## config.mk

```make
export PLATFORM = sky130hd
export DESIGN_NAME = pad_attribute_control
export DESIGN_NICKNAME = d
export VERILOG_FILES = /design/src/pad_attr_pkg.sv /design/src/pad_attribute_control.sv /design/src/pad_attr_reg.sv /design/src/pad_pull_gate.sv
export SDC_FILE = /design/constraint.sdc
export NUM_CORES = 1
export LEC_CHECK = 0
export ABC_AREA = 1
export BUFFER_PORTS_ARGS = -buffer_cell sky130_fd_sc_hd__buf_2
export CAP_MARGIN = 15
export CORE_MARGIN = 4
export CORE_UTILIZATION = 50
export CTS_CLUSTER_SIZE = 20
export DETAILED_ROUTE_END_ITERATION = 8
export GPL_TIMING_DRIVEN = 0
export HOLD_SLACK_MARGIN = 0.06
export PLACE_DENSITY = 0.8
export SKIP_CTS_REPAIR_TIMING = 1
export SLEW_MARGIN = 20
export SYNTH_ARGS = -nofsm -noshare
export SYNTH_HDL_FRONTEND = slang
export SYNTH_SLANG_ARGS = --single-unit
```

## constraint.sdc

```tcl
create_clock -name aclk -period 1.4 [get_ports aclk]
set_input_delay 0.21 -clock aclk [delete_from_list [all_inputs] [get_ports aclk]]
set_output_delay 0.21 -clock aclk [all_outputs]
set_load 0.03 [all_outputs]
```

## src/pad_attr_pkg.sv

```systemverilog
// Package with register map, widths and reset values for the pad attribute block
package pad_attr_pkg;
	localparam int ADDR_WIDTH = 6;
	localparam int DATA_WIDTH = 32;
	localparam int PORT_B_PINS = 8;
	localparam int PORT_C_PINS = 4;
	localparam logic [ADDR_WIDTH-1:0] OFFSET_B_PULL_ENABLE = 6'h00;
	localparam logic [ADDR_WIDTH-1:0] OFFSET_B_PULL_DIRECTION = 6'h04;
	localparam logic [ADDR_WIDTH-1:0] OFFSET_B_SLEW_ENABLE = 6'h08;
	localparam logic [ADDR_WIDTH-1:0] OFFSET_B_DRIVE_STRENGTH = 6'h0c;
	localparam logic [ADDR_WIDTH-1:0] OFFSET_C_PULL_ENABLE = 6'h10;
	localparam logic [ADDR_WIDTH-1:0] OFFSET_C_PULL_DIRECTION = 6'h14;
	localparam logic [ADDR_WIDTH-1:0] OFFSET_C_SLEW_ENABLE = 6'h18;
	localparam logic [ADDR_WIDTH-1:0] OFFSET_C_DIRECTION = 6'h1c;
	localparam logic [7:0] RESET_VALUE = 8'h00;
	localparam logic [1:0] RESP_OKAY = 2'h0;
	localparam logic [1:0] RESP_SLVERR = 2'h2;
	localparam logic PULL_SELECT_UP = 1'b0;
endpackage : pad_attr_pkg

```

## src/pad_attribute_control.sv

```systemverilog
// Pad attribute control for ports B and C with an AXI4-Lite register slave
//
// Chosen here: the AXI4-Lite register port and the register addresses.
`timescale 1ns/1ps
`default_nettype none
// Behaviour
// - Eight port B pull-enable bits, one per pin.
// - Pull forced off on pins driven as output by port or peripheral.
// - Pull forced off on pins owned by an analog function.
// - Port B direction bit 0 selects pullup, 1 selects pulldown.
// - Selected pull device active only while pull-enable is set.
// - Eight port B slew bits; set enables slew limiting.
// - Slew setting ignored on pins configured as inputs.
// - Eight port B drive strength bits choose low or high drive.
// - Four port C pull-enable bits, one per pin.
// - Four port C pull-direction bits: 1 pulldown, 0 pullup.
// - Four port C slew bits; set turns slew limiting on.
// - Pull, slew and drive registers never alter pin data or direction.
// - Set port C direction bit enables driver and counts as output.
module pad_attribute_control (
	input wire logic aclk,
	input wire logic aresetn,
	input wire logic [pad_attr_pkg::ADDR_WIDTH-1:0] s_axil_awaddr,
	input wire logic [2:0] s_axil_awprot,
	input wire logic s_axil_awvalid,
	output logic s_axil_awready,
	input wire logic [pad_attr_pkg::DATA_WIDTH-1:0] s_axil_wdata,
	input wire logic [3:0] s_axil_wstrb,
	input wire logic s_axil_wvalid,
	output logic s_axil_wready,
	output logic [1:0] s_axil_bresp,
	output logic s_axil_bvalid,
	input wire logic s_axil_bready,
	input wire logic [pad_attr_pkg::ADDR_WIDTH-1:0] s_axil_araddr,
	input wire logic [2:0] s_axil_arprot,
	input wire logic s_axil_arvalid,
	output logic s_axil_arready,
	output logic [pad_attr_pkg::DATA_WIDTH-1:0] s_axil_rdata,
	output logic [1:0] s_axil_rresp,
	output logic s_axil_rvalid,
	input wire logic s_axil_rready,
	input wire logic [pad_attr_pkg::PORT_B_PINS-1:0] port_b_output_enable,
	input wire logic [pad_attr_pkg::PORT_B_PINS-1:0] port_b_peripheral_output,
	input wire logic [pad_attr_pkg::PORT_B_PINS-1:0] port_b_analog_select,
	input wire logic [pad_attr_pkg::PORT_C_PINS-1:0] port_c_peripheral_output,
	input wire logic [pad_attr_pkg::PORT_C_PINS-1:0] port_c_analog_select,
	output logic [pad_attr_pkg::PORT_B_PINS-1:0] port_b_pullup,
	output logic [pad_attr_pkg::PORT_B_PINS-1:0] port_b_pulldown,
	output logic [pad_attr_pkg::PORT_B_PINS-1:0] port_b_slew,
	output logic [pad_attr_pkg::PORT_B_PINS-1:0] port_b_high_drive,
	output logic [pad_attr_pkg::PORT_C_PINS-1:0] port_c_pullup,
	output logic [pad_attr_pkg::PORT_C_PINS-1:0] port_c_pulldown,
	output logic [pad_attr_pkg::PORT_C_PINS-1:0] port_c_slew,
	output logic [pad_attr_pkg::PORT_C_PINS-1:0] port_c_output_driver
);
	import pad_attr_pkg::*;

	localparam int BP = PORT_B_PINS;
	localparam int CP = PORT_C_PINS;

	logic [ADDR_WIDTH-1:0] write_addr;
	logic [DATA_WIDTH-1:0] write_data;
	logic [3:0] write_strb;
	logic have_addr;
	logic have_data;
	logic write_fire;
	logic write_hit;
	logic read_hit;
	logic [DATA_WIDTH-1:0] read_value;
	logic [BP-1:0] b_pull_enable;
	logic [BP-1:0] b_pull_direction;
	logic [BP-1:0] b_slew_enable;
	logic [BP-1:0] b_drive_strength;
	logic [CP-1:0] c_pull_enable;
	logic [CP-1:0] c_pull_direction;
	logic [CP-1:0] c_slew_enable;
	logic [CP-1:0] c_direction;
	logic [BP-1:0] b_output_active;
	logic [CP-1:0] c_output_active;
	logic [BP-1:0] next_b_pullup;
	logic [BP-1:0] next_b_pulldown;
	logic [BP-1:0] next_b_slew;
	logic [CP-1:0] next_c_pullup;
	logic [CP-1:0] next_c_pulldown;
	logic [CP-1:0] next_c_slew;
	logic wr_b_pe;
	logic wr_b_pd;
	logic wr_b_se;
	logic wr_b_ds;
	logic wr_c_pe;
	logic wr_c_pd;
	logic wr_c_se;
	logic wr_c_dir;

	// Write address channel: accept once, hold until the write fires
	always_ff @(posedge aclk)
	begin
		if (!aresetn)
		begin
			have_addr <= 1'b0;
			write_addr <= '0;
		end
		else if (s_axil_awvalid && s_axil_awready)
		begin
			have_addr <= 1'b1;
			write_addr <= s_axil_awaddr;
		end
		else if (write_fire)
			have_addr <= 1'b0;
	end

	// Write data channel: independent of address arrival order
	always_ff @(posedge aclk)
	begin
		if (!aresetn)
		begin
			have_data <= 1'b0;
			write_data <= '0;
			write_strb <= '0;
		end
		else if (s_axil_wvalid && s_axil_wready)
		begin
			have_data <= 1'b1;
			write_data <= s_axil_wdata;
			write_strb <= s_axil_wstrb;
		end
		else if (write_fire)
			have_data <= 1'b0;
	end

	// Ready only while the slot is empty and no response is pending
	always_ff @(posedge aclk)
	begin
		if (!aresetn)
		begin
			s_axil_awready <= 1'b0;
			s_axil_wready <= 1'b0;
		end
		else
		begin
			s_axil_awready <= !have_addr && !(s_axil_awvalid && s_axil_awready) && !s_axil_bvalid;
			s_axil_wready <= !have_data && !(s_axil_wvalid && s_axil_wready) && !s_axil_bvalid;
		end
	end

	assign write_fire = have_addr && have_data && !s_axil_bvalid;

	// Address decode for writes
	always_comb
	begin
		unique case (write_addr)
			OFFSET_B_PULL_ENABLE, OFFSET_B_PULL_DIRECTION, OFFSET_B_SLEW_ENABLE, OFFSET_B_DRIVE_STRENGTH,
			OFFSET_C_PULL_ENABLE, OFFSET_C_PULL_DIRECTION, OFFSET_C_SLEW_ENABLE, OFFSET_C_DIRECTION:
				write_hit = 1'b1;
			default:
				write_hit = 1'b0;
		endcase
	end

	// Write response: OKAY for mapped words, SLVERR otherwise
	always_ff @(posedge aclk)
	begin
		if (!aresetn)
		begin
			s_axil_bvalid <= 1'b0;
			s_axil_bresp <= RESP_OKAY;
		end
		else if (write_fire)
		begin
			s_axil_bvalid <= 1'b1;
			s_axil_bresp <= write_hit ? RESP_OKAY : RESP_SLVERR;
		end
		else if (s_axil_bready)
			s_axil_bvalid <= 1'b0;
	end

	// Only byte lane 0 carries register data; port C keeps its low nibble
	always_comb
	begin
		wr_b_pe = 1'b0;
		wr_b_pd = 1'b0;
		wr_b_se = 1'b0;
		wr_b_ds = 1'b0;
		wr_c_pe = 1'b0;
		wr_c_pd = 1'b0;
		wr_c_se = 1'b0;
		wr_c_dir = 1'b0;
		if (write_fire && write_strb[0])
		begin
			unique case (write_addr)
				OFFSET_B_PULL_ENABLE: wr_b_pe = 1'b1;
				OFFSET_B_PULL_DIRECTION: wr_b_pd = 1'b1;
				OFFSET_B_SLEW_ENABLE: wr_b_se = 1'b1;
				OFFSET_B_DRIVE_STRENGTH: wr_b_ds = 1'b1;
				OFFSET_C_PULL_ENABLE: wr_c_pe = 1'b1;
				OFFSET_C_PULL_DIRECTION: wr_c_pd = 1'b1;
				OFFSET_C_SLEW_ENABLE: wr_c_se = 1'b1;
				OFFSET_C_DIRECTION: wr_c_dir = 1'b1;
				default: ; // Unmapped word, nothing is written
			endcase
		end
	end

	// Port B attribute registers
	pad_attr_reg #(.WIDTH(BP)) u_b_pull_enable (
		.aclk(aclk),
		.aresetn(aresetn),
		.write_enable(wr_b_pe),
		.write_data(write_data[BP-1:0]),
		.value(b_pull_enable)
	);
	pad_attr_reg #(.WIDTH(BP)) u_b_pull_direction (
		.aclk(aclk),
		.aresetn(aresetn),
		.write_enable(wr_b_pd),
		.write_data(write_data[BP-1:0]),
		.value(b_pull_direction)
	);
	pad_attr_reg #(.WIDTH(BP)) u_b_slew_enable (
		.aclk(aclk),
		.aresetn(aresetn),
		.write_enable(wr_b_se),
		.write_data(write_data[BP-1:0]),
		.value(b_slew_enable)
	);
	pad_attr_reg #(.WIDTH(BP)) u_b_drive_strength (
		.aclk(aclk),
		.aresetn(aresetn),
		.write_enable(wr_b_ds),
		.write_data(write_data[BP-1:0]),
		.value(b_drive_strength)
	);

	// Port C attribute registers, upper bits not stored
	pad_attr_reg #(.WIDTH(CP)) u_c_pull_enable (
		.aclk(aclk),
		.aresetn(aresetn),
		.write_enable(wr_c_pe),
		.write_data(write_data[CP-1:0]),
		.value(c_pull_enable)
	);
	pad_attr_reg #(.WIDTH(CP)) u_c_pull_direction (
		.aclk(aclk),
		.aresetn(aresetn),
		.write_enable(wr_c_pd),
		.write_data(write_data[CP-1:0]),
		.value(c_pull_direction)
	);
	pad_attr_reg #(.WIDTH(CP)) u_c_slew_enable (
		.aclk(aclk),
		.aresetn(aresetn),
		.write_enable(wr_c_se),
		.write_data(write_data[CP-1:0]),
		.value(c_slew_enable)
	);
	pad_attr_reg #(.WIDTH(CP)) u_c_direction (
		.aclk(aclk),
		.aresetn(aresetn),
		.write_enable(wr_c_dir),
		.write_data(write_data[CP-1:0]),
		.value(c_direction)
	);

	// A pin counts as output when the port or a shared peripheral drives it
	assign b_output_active = port_b_output_enable | port_b_peripheral_output;
	assign c_output_active = c_direction | port_c_peripheral_output;

	// Pull and slew resolution per port
	pad_pull_gate #(.PINS(BP)) u_b_gate (
		.pull_enable(b_pull_enable),
		.pull_direction(b_pull_direction),
		.slew_enable(b_slew_enable),
		.output_active(b_output_active),
		.analog_active(port_b_analog_select),
		.next_pullup(next_b_pullup),
		.next_pulldown(next_b_pulldown),
		.next_slew(next_b_slew)
	);
	pad_pull_gate #(.PINS(CP)) u_c_gate (
		.pull_enable(c_pull_enable),
		.pull_direction(c_pull_direction),
		.slew_enable(c_slew_enable),
		.output_active(c_output_active),
		.analog_active(port_c_analog_select),
		.next_pullup(next_c_pullup),
		.next_pulldown(next_c_pulldown),
		.next_slew(next_c_slew)
	);

	// Registered pad controls; pin data untouched, the port C direction register drives port_c_output_driver
	always_ff @(posedge aclk)
	begin
		if (!aresetn)
		begin
			port_b_pullup <= '0;
			port_b_pulldown <= '0;
			port_b_slew <= '0;
			port_b_high_drive <= '0;
			port_c_pullup <= '0;
			port_c_pulldown <= '0;
			port_c_slew <= '0;
			port_c_output_driver <= '0;
		end
		else
		begin
			port_b_pullup <= next_b_pullup;
			port_b_pulldown <= next_b_pulldown;
			port_b_slew <= next_b_slew;
			port_b_high_drive <= b_drive_strength;
			port_c_pullup <= next_c_pullup;
			port_c_pulldown <= next_c_pulldown;
			port_c_slew <= next_c_slew;
			port_c_output_driver <= c_direction;
		end
	end

	// Read data mux; unused upper bits read as zero
	always_comb
	begin
		read_value = '0;
		read_hit = 1'b1;
		unique case (s_axil_araddr)
			OFFSET_B_PULL_ENABLE: read_value[BP-1:0] = b_pull_enable;
			OFFSET_B_PULL_DIRECTION: read_value[BP-1:0] = b_pull_direction;
			OFFSET_B_SLEW_ENABLE: read_value[BP-1:0] = b_slew_enable;
			OFFSET_B_DRIVE_STRENGTH: read_value[BP-1:0] = b_drive_strength;
			OFFSET_C_PULL_ENABLE: read_value[CP-1:0] = c_pull_enable;
			OFFSET_C_PULL_DIRECTION: read_value[CP-1:0] = c_pull_direction;
			OFFSET_C_SLEW_ENABLE: read_value[CP-1:0] = c_slew_enable;
			OFFSET_C_DIRECTION: read_value[CP-1:0] = c_direction;
			default: read_hit = 1'b0;
		endcase
	end

	// Read channel: arready while idle, data one cycle after the address
	always_ff @(posedge aclk)
	begin
		if (!aresetn)
		begin
			s_axil_arready <= 1'b0;
			s_axil_rvalid <= 1'b0;
			s_axil_rdata <= '0;
			s_axil_rresp <= RESP_OKAY;
		end
		else if (s_axil_arvalid && s_axil_arready)
		begin
			s_axil_arready <= 1'b0;
			s_axil_rvalid <= 1'b1;
			s_axil_rdata <= read_value;
			s_axil_rresp <= read_hit ? RESP_OKAY : RESP_SLVERR;
		end
		else if (s_axil_rvalid)
		begin
			if (s_axil_rready)
			begin
				s_axil_rvalid <= 1'b0;
				s_axil_arready <= 1'b1;
			end
		end
		else
			s_axil_arready <= 1'b1;
	end
endmodule : pad_attribute_control
`default_nettype wire

```

## src/pad_attr_reg.sv

```systemverilog
// One pad attribute register of WIDTH bits with write strobe and reset
`timescale 1ns/1ps
`default_nettype none
module pad_attr_reg #(
	parameter int WIDTH = 8
) (
	input wire logic aclk,
	input wire logic aresetn,
	input wire logic write_enable,
	input wire logic [WIDTH-1:0] write_data,
	output logic [WIDTH-1:0] value
);
	import pad_attr_pkg::*;

	// Register clears on reset and loads on a strobed write
	always_ff @(posedge aclk)
	begin
		if (!aresetn)
			value <= RESET_VALUE[WIDTH-1:0];
		else if (write_enable)
			value <= write_data;
	end
endmodule : pad_attr_reg
`default_nettype wire

```

## src/pad_pull_gate.sv

```systemverilog
// Per-pin pull gating and slew qualification for one port
`timescale 1ns/1ps
`default_nettype none
module pad_pull_gate #(
	parameter int PINS = 8
) (
	input wire logic [PINS-1:0] pull_enable,
	input wire logic [PINS-1:0] pull_direction,
	input wire logic [PINS-1:0] slew_enable,
	input wire logic [PINS-1:0] output_active,
	input wire logic [PINS-1:0] analog_active,
	output logic [PINS-1:0] next_pullup,
	output logic [PINS-1:0] next_pulldown,
	output logic [PINS-1:0] next_slew
);
	import pad_attr_pkg::*;

	// Each pin resolves its own pull and slew controls
	for (genvar i = 0; i < PINS; i++)
	begin : g_pin
		logic pull_allowed;
		assign pull_allowed = pull_enable[i] & ~output_active[i] & ~analog_active[i];
		assign next_pullup[i] = pull_allowed & (pull_direction[i] == PULL_SELECT_UP);
		assign next_pulldown[i] = pull_allowed & (pull_direction[i] != PULL_SELECT_UP);
		assign next_slew[i] = slew_enable[i] & output_active[i];
	end
endmodule : pad_pull_gate
`default_nettype wire

```

==> flow_summary.toml, run 1 <==
[synth]
yosysTopAreaCell = "dfxtp_1"
synth_edf_count = 0
syn_avg_cell_area_sq_um = 7.60
yosysMostFrequentCell = "nor2_1"
ys.flop_type = "dfxtp_1"
synth_top_area_share_pct = 50.1
ys_seq_area_share_pct = 50.1
async_flop_share_pct = 0
synthTopCellsByArea = "dfxtp_1 50%, nor2_1 12%, nand2_1 6.8%"
synth_warnings = 0
synth_cell_types = 26
synth_cells = 679
synth_common_cells = "167 x nor2_1, 129 x dfxtp_1, 93 x nand2_1"
synth_area_sq_um = 5160
ys_ff_latch = 129

[hold_path]
worstHoldEndpoint = "s_axil_wready"
min-delay-start = "s_axil_wvalid"
hold_depth = 4
hold_path.class = "in -> reg"

[clock_tree]
cts_tree = "done"
cts_max_path_buffers = 2
clkSinkCount = 129
clk_pin_slew_ps = 60
htreeDepth = 4
clockRootBuffer = "clkbuf_8"
clock_latency_ps = 530
numCtsBuffers = 17

[floorplanning]
pin_count = 182
die_x_um = 110
design.core.area_sq_um = 9910
fp.dieH_um = 110
row_count = 36
start_util_pct = 52.0
die_area_sq_um = 12000

[timing]
hold_ws_ps = 160
worst_pin_slew_ps = 717
rsz0062_at_grt = "yes"
max_slew_margin_pct = 52.2
skew_ps = 6.94
layout_setup_ws_ps = -126
max_freq_mhz = 655
min_period_ps = 1530
period_share_pct = 109
final_hold_viol_count = 0
slew_viol_final = 0
setup_viol = 29
tns_ps = -1290

[place]
port_buffers = 122
placedCellCount = 959
dpl.hpwl_um = 9810
gp_congestion = 0.913

[cells_and_area]
final_cells = 1055
num_antenna_cells = 0
post-route-util_pct = 75.0
area_growth_pct = 44.1
drive_gt1_share_pct = 28.3
final.fill_count = 697
final_nets = 1002

[run_status]
status = "finished, violations left"
violations = "negative setup slack"

[drt]
routed_wl_um = 15600
num_vias = 5398
drtAntennaViolNets = 0
via_per_inst = 5.12
drc_errors = 0
firstDrtPassIters = 6
first_iter_violations = 514
avgRoutedWirePerCell_um = 14.8

[worst_setup_path]
cp.arrival_ps = 1990
worstPathMaxFanout = 7
crit_type = "reg -> reg"
r2r-end = "u_b_drive_strength.value[3]"
crit_buf_inv = 2
r2r_cells = 8
crit_path_start_kind = "flop"
worst-path-stages = 8
crit-reg2reg-launch = "s_axil_bvalid"
critical_path_required_ps = 1870
worstPathCellList = "inv_4, nand3_4, nor2_8, nand3_4, buf_12, nor2_4, o21ai_1, nor2_1"
max_stage_delay_ps = 360
crit_family = "simple AND/OR/NAND/NOR gates"
crit_path_top_delay_cell = "dfxtp_4"
cp_common_cell = "nand3_4"
cp-end-kind = "flop"
r2r_slack_ps = -130

[global_route]
grt_pass1_vias = 4551
grt_usage_pct = 22.8
grt_pass1_wl_um = 21100
antenna_found_initial = 0
grt_max_degree = 17
grt-ovfl-total = 0

[run]
cap_violations = 0

[pwr]
p_per_area_nw_per_um2 = 1200
ir_worst_vdd_uv = 714
p_leak_uw = 0.00365
total_power_uw = 8890
==> state kept, by name, indices dropped and copies added, names as in the netlist, 6 cells and up, named ones only <==
signal,count
s_axil_rdata,8
u_b_drive_strength.value,8
u_b_pull_direction.value,8
port_b_pullup,8
u_b_pull_enable.value,8
port_b_slew,8
write_data,8
write_addr,6
port_b_high_drive,8
u_b_slew_enable.value,8
port_b_pulldown,8
==> tightest hold or removal path, stage by stage <==
cell and delay [ps]:
buf_2 90, nand2_1 90, clkinv_1 170, nor4_1 70
==> stage by stage <==
stage	instance area (sq um)	worst slack, ps
after global placement	6030	-138
after detailed placement	6030	-157
after floorplan	5250	10.7
after CTS	6610	-192
after global routing	7430	-222
final	7430	-126
==> worst max-delay path by stage <==
stage / start / to / slack [ps]
finish: s_axil_bvalid / u_b_drive_strength.value[3] / -130
global route: s_axil_bvalid / u_c_slew_enable.value[0] / -220
CTS: s_axil_bvalid / u_b_slew_enable.value[2] / -190
detailed placement: s_axil_bvalid / u_b_slew_enable.value[3] / -160
global placement: aresetn / port_b_pullup[2] / -140
floorplan: s_axil_bvalid / u_b_drive_strength.value[4] / 10
==> final cells by class <==
type | count | area [sq um] | share of cell area, %
plain buffers | 50 | 312 | 4.19
clock buffers | 18 | 428 | 5.76
clock inverters | 14 | 154 | 2.07
inverters | 68 | 265 | 3.57
multi-input cells | 458 | 2240 | 30.2
flip-flops and latches | 129 | 2590 | 34.9
well taps | 133 | 166 | 2.24
repair buffers | 185 | 1270 | 17.1
==> metal layers <==
| layer | global-route usage [%] | share of wire (%) |
|---|---|---|
| met3 | 6.69 | 11 |
| met4 | 9.44 | 3.2 |
| met2 | 36.9 | 48 |
| met5 | 0 | 0 |
| met1 | 28.3 | 38 |
==> report_power, final <==
part	total, uW	switching (uW)	internal (uW)
clock	4320	1710	2600
combinational	804	492	312
sequential	3770	41.7	3730
total	8890	2250	6640
==> cells by family after synthesis <==
family	count (synthesis)	synth area share [%]
other cells	1	0.0727
compound gates	94	9.46
flops	129	50.1
simple gates	337	29.5
buf+inv	118	10.9
==> placed cells by master (no fill, tap or decap), drive strengths merged, types with 17 or more instances in the layout <==
cell         count
nor3            17
buf            169
a21oi           22
inv             72
dfxtp          129
o21ai           65
nand2           94
nand3           19
clkbuf          30
conb            26
dlygate4sd3     54
nor2           180
nand4           26
(Power assumes the default switching activity.)
==> run 2, diff against run 1 <==
==> constraint.sdc (replaced) <==
create_clock -name aclk -period 1.4 [get_ports aclk]
set_input_delay 0.07 -clock aclk [delete_from_list [all_inputs] [get_ports aclk]]
set_output_delay 0.07 -clock aclk [all_outputs]
set_load 0.03 [all_outputs]
==> run 2 against run 1 <==
  * The flow still finishes with violations (negative setup slack)
  * Non-clock buffer count is 4 higher
  * Largest power group unchanged
  * Combinational power increased by 0.9%
  * Critical path depth unchanged
==> flow_summary.toml, run 2 (synthesis results as in run 1) <==
[run_status]
status = "finished, violations left"
violations = "negative setup slack"

[clock_tree]
clockRootBuffer = "clkbuf_8"
cts_max_path_buffers = 2
cts_tree = "done"
numCtsBuffers = 17
htreeDepth = 4
clk_pin_slew_ps = 60
clock_latency_ps = 530
clkSinkCount = 129

[pwr]
ir_worst_vdd_uv = 711
switching_share_pct = 25.2
p_sw_uw = 2240
p_leak_uw = 0.00367
p_per_area_nw_per_um2 = 1190
pwr-share-seq_pct = 42.4
combPwrFrac_pct = 9.1
p_int_uw = 6650
p_clk_share_pct = 48.5

[worst_setup_path]
cp.arrival_ps = 2000
cp-end-kind = "flop"
worstPathMaxFanout = 7
crit_path_start_kind = "flop"
r2r_slack_ps = -140
max_stage_delay_ps = 360
crit_path_top_delay_cell = "dfxtp_4"
cp_common_cell = "nand3_4"
worstPathCellList = "inv_4, nand3_4, nor2_8, nand3_4, buf_12, nor2_4, o21ai_1, nor2_1"
critical_path_required_ps = 1860
crit_type = "reg -> reg"

[timing]
tns_ps = -1370
skew_ps = 7.00
setup_viol = 28
slew_viol_final = 0
worst_pin_slew_ps = 739
rsz0062_at_grt = "yes"
layout_setup_ws_ps = -142
min_period_ps = 1540
final_hold_viol_count = 0
max_slew_margin_pct = 50.7
max_freq_mhz = 649
period_share_pct = 110

[drt]
drtAntennaViolNets = 0
top_layer = "met4"
first_iter_violations = 508
drc_errors = 0
via_per_inst = 5.03
wl_met1_um = 6070
num_vias = 5328
firstDrtPassIters = 6
avgRoutedWirePerCell_um = 14.6
wl_met3_um = 1570
routed_wl_um = 15500
met2RoutedLength_um = 7300

[cells_and_area]
final.fill_count = 684
post-route-util_pct = 75.4
multiInputGateArea_sq_um = 2240
num_antenna_cells = 0
final_cell_mix = "153 x nor2_1, 134 x buf_2, 125 x dfxtp_1, 93 x nand2_1, 60 x inv_1"
design_area_sq_um = 7470
final_common_cell = "nor2_1"
drive_gt1_share_pct = 28.2
area_growth_pct = 44.9
final_cells = 1059
final_nets = 1006
ff_latch_area_sq_um = 2590

[floorplanning]
row_count = 36
fp.dieH_um = 110
design.core.area_sq_um = 9910
start_util_pct = 52.0
die_area_sq_um = 12000
pin_count = 182
die_x_um = 110

[global_route]
grt_usage_pct = 22.8
antenna_found_initial = 0
grt_max_degree = 17
grt_pass1_wl_um = 21100
grt-ovfl-total = 0
grt_pass1_vias = 4551

[place]
gp_congestion = 0.913
pre_cts_slack_ps = -157
dpl.hpwl_um = 9810
place_area_sq_um = 6030
placedCellCount = 959
port_buffers = 122

[hold_path]
hold_path.class = "in -> reg"

[run]
cap_violations = 0
run 2: cell types whose count changed in the layout (fill, tap and decap cells not counted), sizes merged:
cell	previous run	this run
dlygate4sd3	54	58
run 2: power groups by stage:
stage               clock (uW)  sequential (uW)  combinational [uW]
floorplan                    0             3860                 406
detailed placement           0             3840                 623
global route              4470             3770                 878
global placement             0             3840                 616
finish                    4310             3770                 811
CTS                       4310             3760                 627
run 2: final timing paths:
check,start,end,cells past startpoint
setup / recovery,s_axil_bvalid,u_b_drive_strength.value[3],8
hold / removal,s_axil_araddr[1],s_axil_rresp[1],5
setup reg to reg,s_axil_bvalid,u_b_drive_strength.value[3],8
hold reg to reg,flop,s_axil_bresp[1],1
run 2: metrics by stage:
stage          power (uW)  hold slack, ps
6_report             8890            39.3
5_1_grt              9120            79.4
4_1_cts              8700            -236
2_1_floorplan        4270             193
3_5_place_dp         4470             296
3_3_place_gp         4460             295
run 2: layer usage:
layer	up-vias	GRT usage (%)
li1	2580	-
met1	2399	28.3
met2	291	36.9
met3	58	6.69
met4	0	9.44
met5	-	0
run 2: final cells by class:
class                   count  share of cell area [%]
inverters                  68                    3.55
multi-input cells         458                    30.0
plain buffers              50                    4.17
clock buffers              18                    5.73
clock inverters            14                    2.06
well taps                 133                    2.23
repair buffers            189                    17.6
flip-flops and latches    129                    34.7
run 2: worst max-delay path, delay by kind of cell (launching register included):
| kind | cells | cell delay (ps) |
|---|---|---|
| AO/OA/AOI/OAI | 1 | 100 |
| buffers and inverters | 2 | 230 |
| flip-flops | 1 | 360 |
| AND/OR/NAND/NOR | 5 | 780 |
==> run 3, diff against run 2 <==
Settings changed: BUFFER_PORTS_ARGS -buffer_cell sky130_fd_sc_hd__buf_2 to not set, CORE_UTILIZATION 50 to 60, DONT_BUFFER_PORTS set to 1, PLACE_DENSITY 0.8 to 0.76.
==> run 3 against run 2 <==
  * The flow still finishes with violations (negative setup slack)
  * Critical path type unchanged
  * Sequential share of layout area is 2.5 points higher
  * Worst setup slack worse by 33 ps
  * Clock skew hardly changed
  * Critical endpoint is now u_b_pull_direction.value[0]
  * First-iteration DRC count is 33% lower
==> flow_summary.toml, run 3 (synthesis results as in run 1) <==
[run]
cap_violations = 0

[timing]
layout_setup_ws_ps = -175
slew_viol_final = 0
max_slew_margin_pct = 45.4
worst_pin_slew_ps = 820
tns_ps = -3640
max_freq_mhz = 635
rsz0062_at_grt = "yes"
min_period_ps = 1570
skew_ps = 7.26
setup_viol = 49
period_share_pct = 112
final_hold_viol_count = 0

[global_route]
grt_usage_pct = 27.8
antenna_found_initial = 0
grt_max_degree = 17
grt-ovfl-total = 0
grt_pass1_vias = 4480
grt_pass1_wl_um = 22000

[worst_setup_path]
cp.arrival_ps = 2040
worstPathMaxFanout = 7
crit_type = "reg -> reg"
crit_path_top_delay_cell = "dfxtp_4"
worstPathCellList = "inv_4, nand3_4, nor2_8, nand2_4, nor2_4, buf_6, o21ai_0, nor2_1"
cp-end-kind = "flop"
max_stage_delay_ps = 390
critical_path_required_ps = 1860
crit_path_start_kind = "flop"

[floorplanning]
fp.dieH_um = 101
row_count = 33
die_area_sq_um = 10100
design.core.area_sq_um = 8300
start_util_pct = 62.1
die_x_um = 101
pin_count = 182

[place]
dpl.hpwl_um = 9760
pre_cts_slack_ps = -324
placedCellCount = 809
gp_congestion = 0.873
port_buffers = 0

[cells_and_area]
drive_gt1_share_pct = 19.2
final_cell_mix = "149 x nor2_1, 125 x dfxtp_1, 93 x nand2_1, 60 x inv_1, 58 x dlygate4sd3_1"
multiInputGateArea_sq_um = 2290
final_nets = 886
post-route-util_pct = 84.0
area_growth_pct = 35.1
final_common_cell = "nor2_1"
num_antenna_cells = 0
ff_latch_area_sq_um = 2590
final_cells = 911
final.fill_count = 477

[drt]
drtAntennaViolNets = 0
routed_wl_um = 16200
num_vias = 5143
drc_errors = 0
firstDrtPassIters = 6
first_iter_violations = 340
via_per_inst = 5.65
avgRoutedWirePerCell_um = 17.8

[clock_tree]
clock_latency_ps = 530
clkSinkCount = 129
clk_pin_slew_ps = 60
clockRootBuffer = "clkbuf_8"
cts_max_path_buffers = 2
cts_tree = "done"
numCtsBuffers = 17
htreeDepth = 4

[pwr]
p_leak_uw = 0.00313
p_per_area_nw_per_um2 = 1330
pwr-share-seq_pct = 41.0
combPwrFrac_pct = 7.5
ir_worst_vdd_uv = 894
p_int_uw = 7080
p_clk_share_pct = 51.5
p_sw_uw = 2190
total_power_uw = 9270
switching_share_pct = 23.6

[run_status]
violations = "negative setup slack"
status = "finished, violations left"

[hold_path]
hold_path.class = "in -> reg"
run 3: per-stage QoR:
| stage | cell area (sq um) | hold slack, ps |
|---|---|---|
| finish | 6970 | 18.1 |
| global placement | 5380 | 201 |
| detailed placement | 5380 | 202 |
| global route | 6970 | 77.8 |
| floorplan | 5250 | 193 |
| CTS | 6030 | -339 |
run 3: final timing paths:
check,to,slack [ps],cells after the start,start
max,u_b_pull_direction.value[0],-170,8,s_axil_bvalid
max reg2reg,u_b_pull_direction.value[0],-170,8,s_axil_bvalid
min,s_axil_rdata[2],20,8,s_axil_araddr[3]
min reg2reg,port_b_pullup[5],440,1,u_b_pull_direction.value[5]
run 3: power groups by stage:
stage / Combinational, uW / Sequential [uW] / Clock (uW)
final: 697 / 3800 / 4770
after global routing: 751 / 3810 / 4950
after CTS: 501 / 3790 / 4750
after detailed placement: 497 / 3870 / 0
after global placement: 488 / 3870 / 0
after floorplan: 406 / 3860 / 0
run 3: layout make-up:
cell class / count / area share (%)
plain buffers: 50 / 4.47
clock buffers: 21 / 6.73
clock inverters: 11 / 2.53
inverters: 68 / 3.84
multi-input cells: 457 / 32.9
flip-flops and latches: 129 / 37.2
well taps: 105 / 1.89
repair buffers: 70 / 10.5
run 3: metal layers:
layer	part of all wire, %	vias to the layer above	GRT usage [%]
met4	3.6	0	8.19
met5	0	-	0
li1	-	2350	-
met2	51	343	47.5
met1	36	2380	34.4
met3	9.4	70	7.20
run 3: worst max-delay path, delay by kind of cell (launching register included):
| kind | cells | cell delay [ps] |
|---|---|---|
| DFF | 1 | 390 |
| buffers and inverters | 2 | 260 |
| AOI/OAI and AO/OA | 1 | 80 |
| and+or+nand+nor | 5 | 770 |
